## src/hw/isc_pkg.sv

```systemverilog
package isc_pkg;

	// Bus geometry
	localparam int ADDR_W = 8;
	localparam int DATA_W = 32;
	localparam int REG_W = 8;

	// Register byte offsets
	localparam logic [ADDR_W-1:0] OFF_PIN_CTRL = 8'h00;
	localparam logic [ADDR_W-1:0] OFF_RESET_CAUSE = 8'h04;
	localparam logic [ADDR_W-1:0] OFF_WAKE_CTRL = 8'h08;
	localparam logic [ADDR_W-1:0] ADDR_WORD_MASK = 8'hFC;

	// AXI response codes
	localparam logic [1:0] RESP_OKAY = 2'h0;
	localparam logic [1:0] RESP_SLVERR = 2'h2;

	// External pin interrupt status/control fields
	localparam int PIN_PULL_DISABLE_BIT = 6;
	localparam int PIN_FUNC_ENABLE_BIT = 4;
	localparam int PIN_EVENT_FLAG_BIT = 3;
	localparam int PIN_EVENT_ACK_BIT = 2;
	localparam int PIN_IRQ_ENABLE_BIT = 1;
	localparam int PIN_DETECT_MODE_BIT = 0;

	// Reset cause status fields and values
	localparam int RCS_POWER_ON_BIT = 7;
	localparam int RCS_EXT_PIN_BIT = 6;
	localparam int RCS_WATCHDOG_BIT = 5;
	localparam int RCS_ILLEGAL_OPCODE_BIT = 4;
	localparam int RCS_ILLEGAL_ADDR_BIT = 3;
	localparam int RCS_LOW_VOLTAGE_BIT = 1;
	localparam logic [REG_W-1:0] RCS_POR_VALUE = 8'h82;
	localparam logic [REG_W-1:0] RCS_CLEAR_VALUE = 8'h00;

	// Wake-up timer control fields
	localparam int WAKE_FLAG_BIT = 7;
	localparam int WAKE_ACK_BIT = 6;
	localparam int WAKE_CLKSEL_BIT = 5;
	localparam int WAKE_IRQ_ENABLE_BIT = 4;
	localparam int WAKE_PERIOD_LSB = 0;
	localparam int WAKE_PERIOD_W = 3;
	localparam logic [REG_W-1:0] WAKE_CTRL_RST = 8'h00;

	// Wake-up period lengths in source clock ticks, per select code
	localparam int WAKE_CNT_W = 11;
	localparam logic [WAKE_CNT_W-1:0] WAKE_TICKS_1 = 11'h008;
	localparam logic [WAKE_CNT_W-1:0] WAKE_TICKS_2 = 11'h020;
	localparam logic [WAKE_CNT_W-1:0] WAKE_TICKS_3 = 11'h040;
	localparam logic [WAKE_CNT_W-1:0] WAKE_TICKS_4 = 11'h080;
	localparam logic [WAKE_CNT_W-1:0] WAKE_TICKS_5 = 11'h100;
	localparam logic [WAKE_CNT_W-1:0] WAKE_TICKS_6 = 11'h200;
	localparam logic [WAKE_CNT_W-1:0] WAKE_TICKS_7 = 11'h400;

	// Power modes seen by the wake-up timer
	typedef enum logic [1:0] {
		ISC_RUN_WAIT,
		ISC_STOP3,
		ISC_STOP2,
		ISC_STOP1
	} isc_stop_e;

endpackage

```

## src/hw/isc_sys_ctrl.sv

```systemverilog
// The AXI4-Lite register port and the register addresses were chosen for this implementation.
`timescale 1ns/1ps
// Functional notes
// Wake-up timer counts the internal 1 kHz tick or external oscillator tick.
// In stop2 and stop1 only the internal 1 kHz tick advances the timer.
// Three-bit period select picks one of seven wake-up periods.
// Period select of zero disables the timer; no wake-up events.
// Timer has read-only expiry flag, write-one acknowledge, local interrupt enable.
// Software writes zero to reserved bit 5 of the pin register.
// Pull disable bit 6 turns the internal pull-up off while the pin is enabled.
// Pin enable bit 4 makes the pin an interrupt request input.
// Event flag bit 3 is set when a qualifying pin event is seen.
// Writing 1 to bit 2 clears the event flag; bit 2 reads zero.
// In edge-and-level mode, acknowledge cannot clear the flag while pin low.
// Interrupt enable bit 1 requests an interrupt whenever the event flag is set.
// Mode bit 0: falling edges only, or falling edges and low levels.
// Debug host forced reset clears every reset cause bit.
// Any write to the reset cause address restarts the watchdog, contents kept. The code restarts it only for writes that strobe byte lane 0.
// Power-on reset leaves power-on bit 7 and low-voltage bit 1 set.
// Other resets clear bits 7 and 1; each source bit shows activity on the last cycle of reset.
// Bit 6 records a reset from the active-low external reset pin.
// Bit 5 records a watchdog reset, impossible while watchdog is disabled.
// Bit 4 records illegal opcode, including disabled stop or background instructions.
// Bit 3 records an access to an unimplemented address.
// Bit 1 records a low-voltage reset when enabled and supply below trip.
// The low-voltage detector holds reset; this block only records the cause.
// Period divider ratios per select code are named constants.
// Reserved reset cause bits and unused pin register bits read zero.
module isc_sys_ctrl (
	input wire logic i_ref_clk,
	input wire logic i_rst_b,
	// AXI4-Lite write address
	input wire logic i_s_axi_awvalid,
	output logic o_s_axi_awready,
	input wire logic [isc_pkg::ADDR_W-1:0] i_s_axi_awaddr,
	input wire logic [2:0] i_s_axi_awprot,
	// AXI4-Lite write data
	input wire logic i_s_axi_wvalid,
	output logic o_s_axi_wready,
	input wire logic [isc_pkg::DATA_W-1:0] i_s_axi_wdata,
	input wire logic [3:0] i_s_axi_wstrb,
	// AXI4-Lite write response
	output logic o_s_axi_bvalid,
	input wire logic i_s_axi_bready,
	output logic [1:0] o_s_axi_bresp,
	// AXI4-Lite read address
	input wire logic i_s_axi_arvalid,
	output logic o_s_axi_arready,
	input wire logic [isc_pkg::ADDR_W-1:0] i_s_axi_araddr,
	input wire logic [2:0] i_s_axi_arprot,
	// AXI4-Lite read data
	output logic o_s_axi_rvalid,
	input wire logic i_s_axi_rready,
	output logic [isc_pkg::DATA_W-1:0] o_s_axi_rdata,
	output logic [1:0] o_s_axi_rresp,
	// External interrupt pin, low asserted
	input wire logic i_ext_irq_pin_b,
	output logic o_pin_pullup_en,
	output logic o_pin_irq,
	// Wake-up timer clock ticks and power mode
	input wire logic i_lpo_1khz_tick,
	input wire logic i_external_oscillator_tick,
	input wire logic i_ext_ref_stop_keepalive,
	input wire isc_pkg::isc_stop_e i_stop_mode,
	output logic o_wakeup_irq,
	// Reset sources, sampled while i_rst_b is low
	input wire logic i_power_on_reset,
	input wire logic i_supply_below_trip,
	input wire logic i_low_voltage_reset_enable,
	input wire logic i_debug_force_reset_bit,
	input wire logic i_ext_reset_pin_b,
	input wire logic i_watchdog_timeout,
	input wire logic i_watchdog_enable,
	input wire logic i_illegal_opcode,
	input wire logic i_stop_exec,
	input wire logic i_stop_instruction_enable,
	input wire logic i_background_instruction,
	input wire logic i_background_mode_enable,
	input wire logic i_illegal_address,
	output logic o_watchdog_restart
);
	import isc_pkg::*;

	// Bus side state
	logic aw_free_q, w_free_q, w_lane0_q, bvalid_q, arready_q, rvalid_q;
	logic [ADDR_W-1:0] aw_addr_q;
	logic [REG_W-1:0] w_data_q;
	logic [DATA_W-1:0] rdata_q;
	logic [1:0] bresp_q, rresp_q;

	// Register and output flop state
	logic pin_pull_disable_q, pin_func_enable_q, pin_event_flag_q, pin_irq_enable_q;
	logic pin_detect_mode_q, pin_prev_q, wake_clksel_q, wake_irq_enable_q, wake_flag_q;
	logic pin_pullup_en_q, pin_irq_q, wakeup_irq_q, watchdog_restart_q;
	logic [REG_W-1:0] rcs_q;
	logic [WAKE_PERIOD_W-1:0] wake_period_q;
	logic [WAKE_CNT_W-1:0] wake_cnt_q;

	// Decoded write strobes and helpers
	logic wr_fire, wr_hit_pin, wr_hit_rcs, wr_hit_wake, wr_mapped, rd_fire, rd_mapped;
	logic pin_low, pin_event, pin_ack, wake_ack, wake_tick, ext_ok, wake_expire, wake_restart;
	logic [REG_W-1:0] rd_byte, rcs_sources;
	logic [ADDR_W-1:0] wr_word, rd_word;
	logic [WAKE_CNT_W-1:0] wake_last;

	// Period length lookup per select code
	function automatic logic [WAKE_CNT_W-1:0] wake_ticks(input logic [WAKE_PERIOD_W-1:0] sel);
		logic [WAKE_CNT_W-1:0] t;
		t = WAKE_TICKS_7;
		unique case (sel)
			3'h1: t = WAKE_TICKS_1;
			3'h2: t = WAKE_TICKS_2;
			3'h3: t = WAKE_TICKS_3;
			3'h4: t = WAKE_TICKS_4;
			3'h5: t = WAKE_TICKS_5;
			3'h6: t = WAKE_TICKS_6;
			3'h7: t = WAKE_TICKS_7;
			3'h0: t = WAKE_TICKS_7;
		endcase
		return t;
	endfunction

	// Write happens once both address and data are held
	assign wr_fire = !aw_free_q && !w_free_q && !bvalid_q;
	assign wr_word = aw_addr_q & ADDR_WORD_MASK;
	assign wr_hit_pin = wr_fire && w_lane0_q && (wr_word == OFF_PIN_CTRL);
	assign wr_hit_rcs = wr_fire && w_lane0_q && (wr_word == OFF_RESET_CAUSE);
	assign wr_hit_wake = wr_fire && w_lane0_q && (wr_word == OFF_WAKE_CTRL);
	assign wr_mapped = (wr_word == OFF_PIN_CTRL) || (wr_word == OFF_RESET_CAUSE) ||
		(wr_word == OFF_WAKE_CTRL);
	assign rd_fire = i_s_axi_arvalid && arready_q;
	assign rd_word = i_s_axi_araddr & ADDR_WORD_MASK;

	// Write address channel
	always_ff @(posedge i_ref_clk) begin
		if (!i_rst_b) begin
			aw_free_q <= 1'b1;
			aw_addr_q <= '0;
		end else if (i_s_axi_awvalid && aw_free_q) begin
			aw_free_q <= 1'b0;
			aw_addr_q <= i_s_axi_awaddr;
		end else if (wr_fire) begin
			aw_free_q <= 1'b1;
		end
	end

	// Write data channel, only the low byte lane carries register data
	always_ff @(posedge i_ref_clk) begin
		if (!i_rst_b) begin
			w_free_q <= 1'b1;
			w_data_q <= '0;
			w_lane0_q <= 1'b0;
		end else if (i_s_axi_wvalid && w_free_q) begin
			w_free_q <= 1'b0;
			w_data_q <= i_s_axi_wdata[REG_W-1:0];
			w_lane0_q <= i_s_axi_wstrb[0];
		end else if (wr_fire) begin
			w_free_q <= 1'b1;
		end
	end

	// Write response, unmapped addresses answer with an error
	always_ff @(posedge i_ref_clk) begin
		if (!i_rst_b) begin
			bvalid_q <= 1'b0;
			bresp_q <= RESP_OKAY;
		end else if (wr_fire) begin
			bvalid_q <= 1'b1;
			bresp_q <= wr_mapped ? RESP_OKAY : RESP_SLVERR;
		end else if (i_s_axi_bready) begin
			bvalid_q <= 1'b0;
		end
	end

	// Read data byte mux
	always_comb begin
		rd_byte = '0;
		rd_mapped = 1'b1;
		unique case (rd_word)
			OFF_PIN_CTRL: begin
				// Unused pin bits zero
				rd_byte[PIN_PULL_DISABLE_BIT] = pin_pull_disable_q;
				rd_byte[PIN_FUNC_ENABLE_BIT] = pin_func_enable_q;
				rd_byte[PIN_EVENT_FLAG_BIT] = pin_event_flag_q;
				rd_byte[PIN_IRQ_ENABLE_BIT] = pin_irq_enable_q;
				rd_byte[PIN_DETECT_MODE_BIT] = pin_detect_mode_q;
			end
			OFF_RESET_CAUSE: begin
				rd_byte = rcs_q;
			end
			OFF_WAKE_CTRL: begin
				rd_byte[WAKE_FLAG_BIT] = wake_flag_q;
				rd_byte[WAKE_CLKSEL_BIT] = wake_clksel_q;
				rd_byte[WAKE_IRQ_ENABLE_BIT] = wake_irq_enable_q;
				rd_byte[WAKE_PERIOD_LSB +: WAKE_PERIOD_W] = wake_period_q;
			end
			default: begin
				rd_mapped = 1'b0;
			end
		endcase
	end

	// Read channel, answer on the same edge that takes the address
	always_ff @(posedge i_ref_clk) begin
		if (!i_rst_b) begin
			arready_q <= 1'b1;
			rvalid_q <= 1'b0;
			rdata_q <= '0;
			rresp_q <= RESP_OKAY;
		end else if (rd_fire) begin
			arready_q <= 1'b0;
			rvalid_q <= 1'b1;
			rdata_q <= {{(DATA_W-REG_W){1'b0}}, rd_byte};
			rresp_q <= rd_mapped ? RESP_OKAY : RESP_SLVERR;
		end else if (rvalid_q && i_s_axi_rready) begin
			arready_q <= 1'b1;
			rvalid_q <= 1'b0;
		end
	end

	// Pin register control bits; bit 5 is not stored
	always_ff @(posedge i_ref_clk) begin
		if (!i_rst_b) begin
			pin_pull_disable_q <= 1'b0;
			pin_func_enable_q <= 1'b0;
			pin_irq_enable_q <= 1'b0;
			pin_detect_mode_q <= 1'b0;
		end else if (wr_hit_pin) begin
			pin_pull_disable_q <= w_data_q[PIN_PULL_DISABLE_BIT];
			// Pin function enable
			pin_func_enable_q <= w_data_q[PIN_FUNC_ENABLE_BIT];
			pin_irq_enable_q <= w_data_q[PIN_IRQ_ENABLE_BIT];
			pin_detect_mode_q <= w_data_q[PIN_DETECT_MODE_BIT];
		end
	end

	// Pin event detection
	assign pin_low = !i_ext_irq_pin_b;
	// Edge or edge-and-level
	assign pin_event = pin_func_enable_q &&
		((pin_prev_q && pin_low) || (pin_detect_mode_q && pin_low));
	// Write one acknowledges
	assign pin_ack = wr_hit_pin && w_data_q[PIN_EVENT_ACK_BIT];

	// Previous pin level for falling edge, idle high
	always_ff @(posedge i_ref_clk) begin
		if (!i_rst_b) begin
			pin_prev_q <= 1'b1;
		end else begin
			pin_prev_q <= i_ext_irq_pin_b;
		end
	end

	// Pin event flag, a new event wins over acknowledge
	always_ff @(posedge i_ref_clk) begin
		if (!i_rst_b) begin
			pin_event_flag_q <= 1'b0;
		end else if (pin_event) begin
			// Flag set on event
			pin_event_flag_q <= 1'b1;
		end else if (pin_ack && !(pin_detect_mode_q && pin_low)) begin
			// Level holds flag
			pin_event_flag_q <= 1'b0;
		end
	end

	// Pin outputs: pull-up control and interrupt request
	always_ff @(posedge i_ref_clk) begin
		if (!i_rst_b) begin
			pin_pullup_en_q <= 1'b0;
			pin_irq_q <= 1'b0;
		end else begin
			// Pull-up disable
			pin_pullup_en_q <= pin_func_enable_q && !pin_pull_disable_q;
			// Request while flagged
			pin_irq_q <= pin_event_flag_q && pin_irq_enable_q;
		end
	end

	// Reset causes as seen on the last cycle of reset
	always_comb begin
		rcs_sources = RCS_CLEAR_VALUE;
		// External pin
		rcs_sources[RCS_EXT_PIN_BIT] = !i_ext_reset_pin_b;
		// Watchdog when enabled
		rcs_sources[RCS_WATCHDOG_BIT] = i_watchdog_timeout && i_watchdog_enable;
		// Illegal opcode sources
		rcs_sources[RCS_ILLEGAL_OPCODE_BIT] = i_illegal_opcode ||
			(i_stop_exec && !i_stop_instruction_enable) ||
			(i_background_instruction && !i_background_mode_enable);
		// Illegal address
		rcs_sources[RCS_ILLEGAL_ADDR_BIT] = i_illegal_address;
	end

	// Reset cause status, captured every cycle while reset is held
	always_ff @(posedge i_ref_clk) begin
		if (!i_rst_b) begin
			if (i_power_on_reset) begin
				// Power-on value
				rcs_q <= RCS_POR_VALUE;
			end else if (i_debug_force_reset_bit) begin
				// Forced reset clears
				rcs_q <= RCS_CLEAR_VALUE;
			end else if (i_supply_below_trip && i_low_voltage_reset_enable) begin
				// Low-voltage reset, power-on bit kept
				// Cause recorded only
				rcs_q <= RCS_CLEAR_VALUE;
				rcs_q[RCS_POWER_ON_BIT] <= rcs_q[RCS_POWER_ON_BIT];
				rcs_q[RCS_LOW_VOLTAGE_BIT] <= 1'b1;
			end else begin
				// Other resets
				rcs_q <= rcs_sources;
			end
		end
	end

	// Watchdog restart pulse, status contents untouched
	always_ff @(posedge i_ref_clk) begin
		if (!i_rst_b) begin
			watchdog_restart_q <= 1'b0;
		end else begin
			// Write restarts watchdog
			watchdog_restart_q <= wr_hit_rcs;
		end
	end

	// Wake-up timer control bits
	always_ff @(posedge i_ref_clk) begin
		if (!i_rst_b) begin
			wake_clksel_q <= WAKE_CTRL_RST[WAKE_CLKSEL_BIT];
			wake_irq_enable_q <= WAKE_CTRL_RST[WAKE_IRQ_ENABLE_BIT];
			wake_period_q <= WAKE_CTRL_RST[WAKE_PERIOD_LSB +: WAKE_PERIOD_W];
		end else if (wr_hit_wake) begin
			wake_clksel_q <= w_data_q[WAKE_CLKSEL_BIT];
			wake_irq_enable_q <= w_data_q[WAKE_IRQ_ENABLE_BIT];
			// Period select
			wake_period_q <= w_data_q[WAKE_PERIOD_LSB +: WAKE_PERIOD_W];
		end
	end

	// External tick gated by mode
	assign ext_ok = (i_stop_mode == ISC_RUN_WAIT) ||
		((i_stop_mode == ISC_STOP3) && i_ext_ref_stop_keepalive);
	// Clock source select
	assign wake_tick = wake_clksel_q ? (i_external_oscillator_tick && ext_ok) : i_lpo_1khz_tick;
	// Divider ratio lookup
	assign wake_last = wake_ticks(wake_period_q) - 11'h001;
	// Zero select disables
	assign wake_expire = (wake_period_q != 3'h0) && wake_tick && (wake_cnt_q >= wake_last);
	assign wake_restart = wr_hit_wake || (wake_period_q == 3'h0);
	assign wake_ack = wr_hit_wake && w_data_q[WAKE_ACK_BIT];

	// Wake-up period counter, restarted by any control write that strobes byte lane 0
	always_ff @(posedge i_ref_clk) begin
		if (!i_rst_b) begin
			wake_cnt_q <= '0;
		end else if (wake_restart || wake_expire) begin
			wake_cnt_q <= '0;
		end else if (wake_tick) begin
			wake_cnt_q <= wake_cnt_q + 11'h001;
		end
	end

	// Wake-up expiry flag, expiry wins over acknowledge
	always_ff @(posedge i_ref_clk) begin
		if (!i_rst_b) begin
			wake_flag_q <= 1'b0;
		end else if (wake_expire) begin
			wake_flag_q <= 1'b1;
		end else if (wake_ack) begin
			// Acknowledge clears flag
			wake_flag_q <= 1'b0;
		end
	end

	// Wake-up interrupt request
	always_ff @(posedge i_ref_clk) begin
		if (!i_rst_b) begin
			wakeup_irq_q <= 1'b0;
		end else begin
			// Local enable masks
			wakeup_irq_q <= wake_flag_q && wake_irq_enable_q;
		end
	end

	// Outputs straight from flops
	assign o_s_axi_awready = aw_free_q;
	assign o_s_axi_wready = w_free_q;
	assign o_s_axi_bvalid = bvalid_q;
	assign o_s_axi_bresp = bresp_q;
	assign o_s_axi_arready = arready_q;
	assign o_s_axi_rvalid = rvalid_q;
	assign o_s_axi_rdata = rdata_q;
	assign o_s_axi_rresp = rresp_q;
	assign o_pin_pullup_en = pin_pullup_en_q;
	assign o_pin_irq = pin_irq_q;
	assign o_wakeup_irq = wakeup_irq_q;
	assign o_watchdog_restart = watchdog_restart_q;

endmodule

```

## config.mk

```make
export PLATFORM = sky130hd
export DESIGN_NAME = isc_sys_ctrl
export DESIGN_NICKNAME = d
export VERILOG_FILES = /design/src/hw/isc_pkg.sv /design/src/hw/isc_sys_ctrl.sv
export SDC_FILE = /design/constraint.sdc
export NUM_CORES = 1
export LEC_CHECK = 0
export BUFFER_PORTS_ARGS = -buffer_cell sky130_fd_sc_hd__buf_2
export CAP_MARGIN = 20
export CORE_MARGIN = 3
export CORE_UTILIZATION = 49
export DETAILED_ROUTE_END_ITERATION = 8
export PLACE_DENSITY = 0.8
export SLEW_MARGIN = 20
export SYNTH_ARGS = -nofsm -noshare
export SYNTH_HDL_FRONTEND = slang
export SYNTH_SLANG_ARGS = --single-unit
```

## constraint.sdc

```tcl
create_clock -name i_ref_clk -period 2.5 [get_ports i_ref_clk]
set_input_delay 0.125 -clock i_ref_clk [delete_from_list [all_inputs] [get_ports i_ref_clk]]
set_output_delay 0.125 -clock i_ref_clk [all_outputs]
set_load 0.05 [all_outputs]
```

==> impl_metrics.yaml <==
route:
  ant_nets: 0
  first_pass_iters: 4
  vias_per_cell: 5.23
  drt_drc_violations_left: 0
  num_vias: 2749
  postRouteWirelength_um: 6610
  drtIter0Drc: 77
  route.detailed.wl_per_inst_um: 12.6
final_layout:
  area.growth.synth_to_final_pct: 15.4
  n_fill_cell: 567
  final_common_cell: "sky130_fd_sc_hd__buf_2"
  design.final.nets: 538
  finish.utilization_pct: 59.6
  antenna_cells_inserted: 0
  drive_gt1_share_pct: 21.6
  final_cell_mix: "63 x sky130_fd_sc_hd__buf_2, 62 x sky130_fd_sc_hd__dfxtp_1, 44 x sky130_fd_sc_hd__nand2_1"
worst_setup_path:
  worstPathCellList: "inv_1 -> ha_1 -> xnor2_1 -> ha_1 -> o21ai_0 -> nor2_1 -> o31ai_4 -> a21oi_2 -> a32o_1"
  rr_worst_depth: 9
  worst_setup_path_start_kind: "flip-flop"
  worst_r2r_dst: "wake_flag_q$_SDFFE_PN0P_"
  cp-end-kind: "flip-flop"
  slowest_delay_ps: 440
  worst_path_most_repeated_cell: "sky130_fd_sc_hd__ha_1"
  critical_path_arrival_ps: 2590
  critical_path_buf_inv_count: 1
  path_class: "flip-flop to flip-flop"
  worst_path_max_delay_cell: "sky130_fd_sc_hd__o31ai_4"
  worst-r2r-setup-slack_ps: 140
  worst_ep_required_time_ps: 2740
  critical_path_cell_count: 9
  max_fo_critical_path: 9
  timing.critical_path.max_delay_family: "compound AO/OA/AOI/OAI gates"
  cp-endpoint: "wake_flag_q$_SDFFE_PN0P_"
synth:
  yosysTopAreaCell: "sky130_fd_sc_hd__dfxtp_1"
  synthDominantCellAreaShare_pct: 37.0
  postSynthAreaPerCell_um2: 8.81
  mappedNetlistArea_um2: 3360
  synth-async-reset-ratio_pct: 0
  yosysSeqAreaShare_pct: 42.3
  postSynth.topFlopCell: "sky130_fd_sc_hd__dfxtp_1"
  syn-instance-count: 381
  ys_types: 54
  edff_count_synth: 6
  ys.warnings.count: 0
  postSynthRegisterBits: 68
  synth.top_cells.by_area: "sky130_fd_sc_hd__dfxtp_1 37%, sky130_fd_sc_hd__buf_4 5.8%, sky130_fd_sc_hd__edfxtp_1 5.4%, sky130_fd_sc_hd__a21oi_1 4.9%, sky130_fd_sc_hd__nand2_1 4.9%"
clocking:
  clock_slew_at_the_register_clock_pins_of_the_worst_setup_and_hold_paths_ps: 70
  clock_tree.buffer_depth: 2
  htree_levels: 3
  clock_tree_from_tritoncts: "built"
  clkLatencyLatePin_ps: 340
  cts.root.buffer_cell: "sky130_fd_sc_hd__clkbuf_8"
  cts_setup_buffers: 0
  cts.sink_count: 68
  cts_made_buffers: 9
sta:
  timing.hold.ws_ps: 32.6
  slew_headroom_pct: 43.2
  ratio_of_final_minimum_period_to_clock_period_pct: 94.2
  max_slew.worst_pin.slew_ps: 852
  finalSetupViolations: 0
  time_the_final_worst_path_needs_with_i_o_delays_and_setup_ps: 2360
  max_clock_freq_mhz: 425
  hold_violations: 0
  finalClockSkew_ps: 5.74
  maxSlewViolCount: 0
  unrepaired_setup_endpoints_after_global_routing: "true"
power_and_ir_drop:
  leakage_power_nw: 1.60
  p_per_area_nw_per_um2: 627
  ir_drop_mv: 0.548
grt:
  grt_overflow: 0
  grt_antenna_before_repair: 0
  grt_pass1_wl_um: 11200
  grt_util_all_layers_pct: 18.0
  pin_count_of_the_biggest_net_entering_global_routing: 37
  via_count_of_the_first_global_routing_pass: 2604
flow_run:
  maximum_capacitance_violations: 0
die:
  die_h_um: 88.8
  fp.dieW_um: 88.8
  design.core.area_um2: 6490
  pin_count: 129
  rows: 29
  design.die.area_um2: 7880
  floorplan.initialDensity_pct: 51.7
status:
  run_status: "finished clean"
min_path:
  timing.hold.worst.class: "input pin to flip-flop"
  min_from: "i_s_axi_wdata[4]"
placed_design:
  placement.io_buffers: 63
  gpl.final_weighted_congestion: 0.800
  dp_hpwl_um: 4910
power breakdown:
part | total, mW | switching [mW] | internal, mW
combinational | 0.257 | 0.191 | 0.0664
sequential | 1.16 | 0.0316 | 1.13
clock | 1.01 | 0.418 | 0.595
total | 2.43 | 0.640 | 1.79
through the flow:
stage               instances  power, mW  TNS, ps  setup slack, ps  cell area, um2
global placement          508       1.43        0             48.2            3610
floorplan                 406       1.41        0              260            3450
global route              526       2.53    -14.8            -14.8            3870
detailed placement        508       1.44    -4.97            -4.97            3610
finish                    526       2.43        0              145            3870
CTS                       526       2.45        0              182            3870
routing by layer:
layer	global-route usage, %	up-vias	part of all wire (%)
met5	0	-	0
met4	6.46	0	1.4
met3	5.68	8	4.5
met2	31.4	58	50
met1	20.7	1265	44
li1	-	1418	-
cells in the mapped netlist (3+ instances only):
cell type / count
sky130_fd_sc_hd__nor2b_1: 6
sky130_fd_sc_hd__edfxtp_1: 6
sky130_fd_sc_hd__mux2i_1: 12
sky130_fd_sc_hd__o211ai_1: 3
sky130_fd_sc_hd__o22ai_1: 3
sky130_fd_sc_hd__a21oi_1: 33
sky130_fd_sc_hd__nand2b_1: 9
sky130_fd_sc_hd__and2_1: 4
sky130_fd_sc_hd__o21a_1: 3
sky130_fd_sc_hd__nand2_1: 44
sky130_fd_sc_hd__nor3b_1: 6
sky130_fd_sc_hd__nor4_1: 5
sky130_fd_sc_hd__nand4_1: 5
sky130_fd_sc_hd__nor3_1: 17
sky130_fd_sc_hd__dfxtp_1: 62
sky130_fd_sc_hd__a31oi_1: 3
sky130_fd_sc_hd__inv_1: 7
sky130_fd_sc_hd__xnor2_1: 7
sky130_fd_sc_hd__clkbuf_1: 7
sky130_fd_sc_hd__and3_1: 5
sky130_fd_sc_hd__nor2_1: 25
sky130_fd_sc_hd__buf_1: 4
sky130_fd_sc_hd__ha_1: 10
sky130_fd_sc_hd__buf_4: 26
sky130_fd_sc_hd__nand3_1: 22
sky130_fd_sc_hd__a211oi_1: 3
sky130_fd_sc_hd__o21ai_0: 10
worst register-to-register path: cells and delay by family, from the launching register on:
kind	cells	cell delay [ps]
AO/OA/AOI/OAI	4	1030
flip-flops	1	420
XOR/XNOR	1	180
buffers and inverters	1	70
AND/OR/NAND/NOR	1	90
adder cells (fa/ha/maj)	2	480
cell families after synthesis:
group                      count (synthesis)  synth area share (%)
other                                      1                 0.112
muxes                                     12                  3.58
AOI/OAI and AO/OA                         69                  12.6
buffers and inverters                     48                  8.87
and+or+nand+nor                          165                  26.7
adders and majority gates                 10                  3.73
DFF                                       68                  42.3
xor gates and xnor gates                   8                  2.09
area by class of cell:
type	instances	area, um2	area share [%]
repair buffers	68	358	9.24
clock inverters	5	82.6	2.13
multi-input cells	290	1750	45.1
flip-flops and latches	68	1420	36.7
well taps	77	96.3	2.49
clock buffers	11	141	3.65
inverters	7	26.3	0.678
how the worst min path moves through the flow:
stage	endpoint	slack, ps	cells after the start
floorplan	rcs_q[7]$_SDFFCE_PP1P_	220	0
global placement	pin_prev_q$_SDFF_PN1_	340	2
detailed placement	pin_prev_q$_SDFF_PN1_	340	2
CTS	w_data_q[2]$_SDFFE_PN0P_	20	3
global route	w_data_q[4]$_SDFFE_PN0P_	7	3
finish	w_data_q[4]$_SDFFE_PN0P_	30	3
what timing repair did:
action                                 in CTS  in global routing
resized for setup                           1                  1
endpoints found under the hold margin       2                  0
hold buffers                                2                  0
gates cloned                                0                  0
setup endpoints to repair                   1                  3
Note: power is estimated with default switching activity, not from simulation.
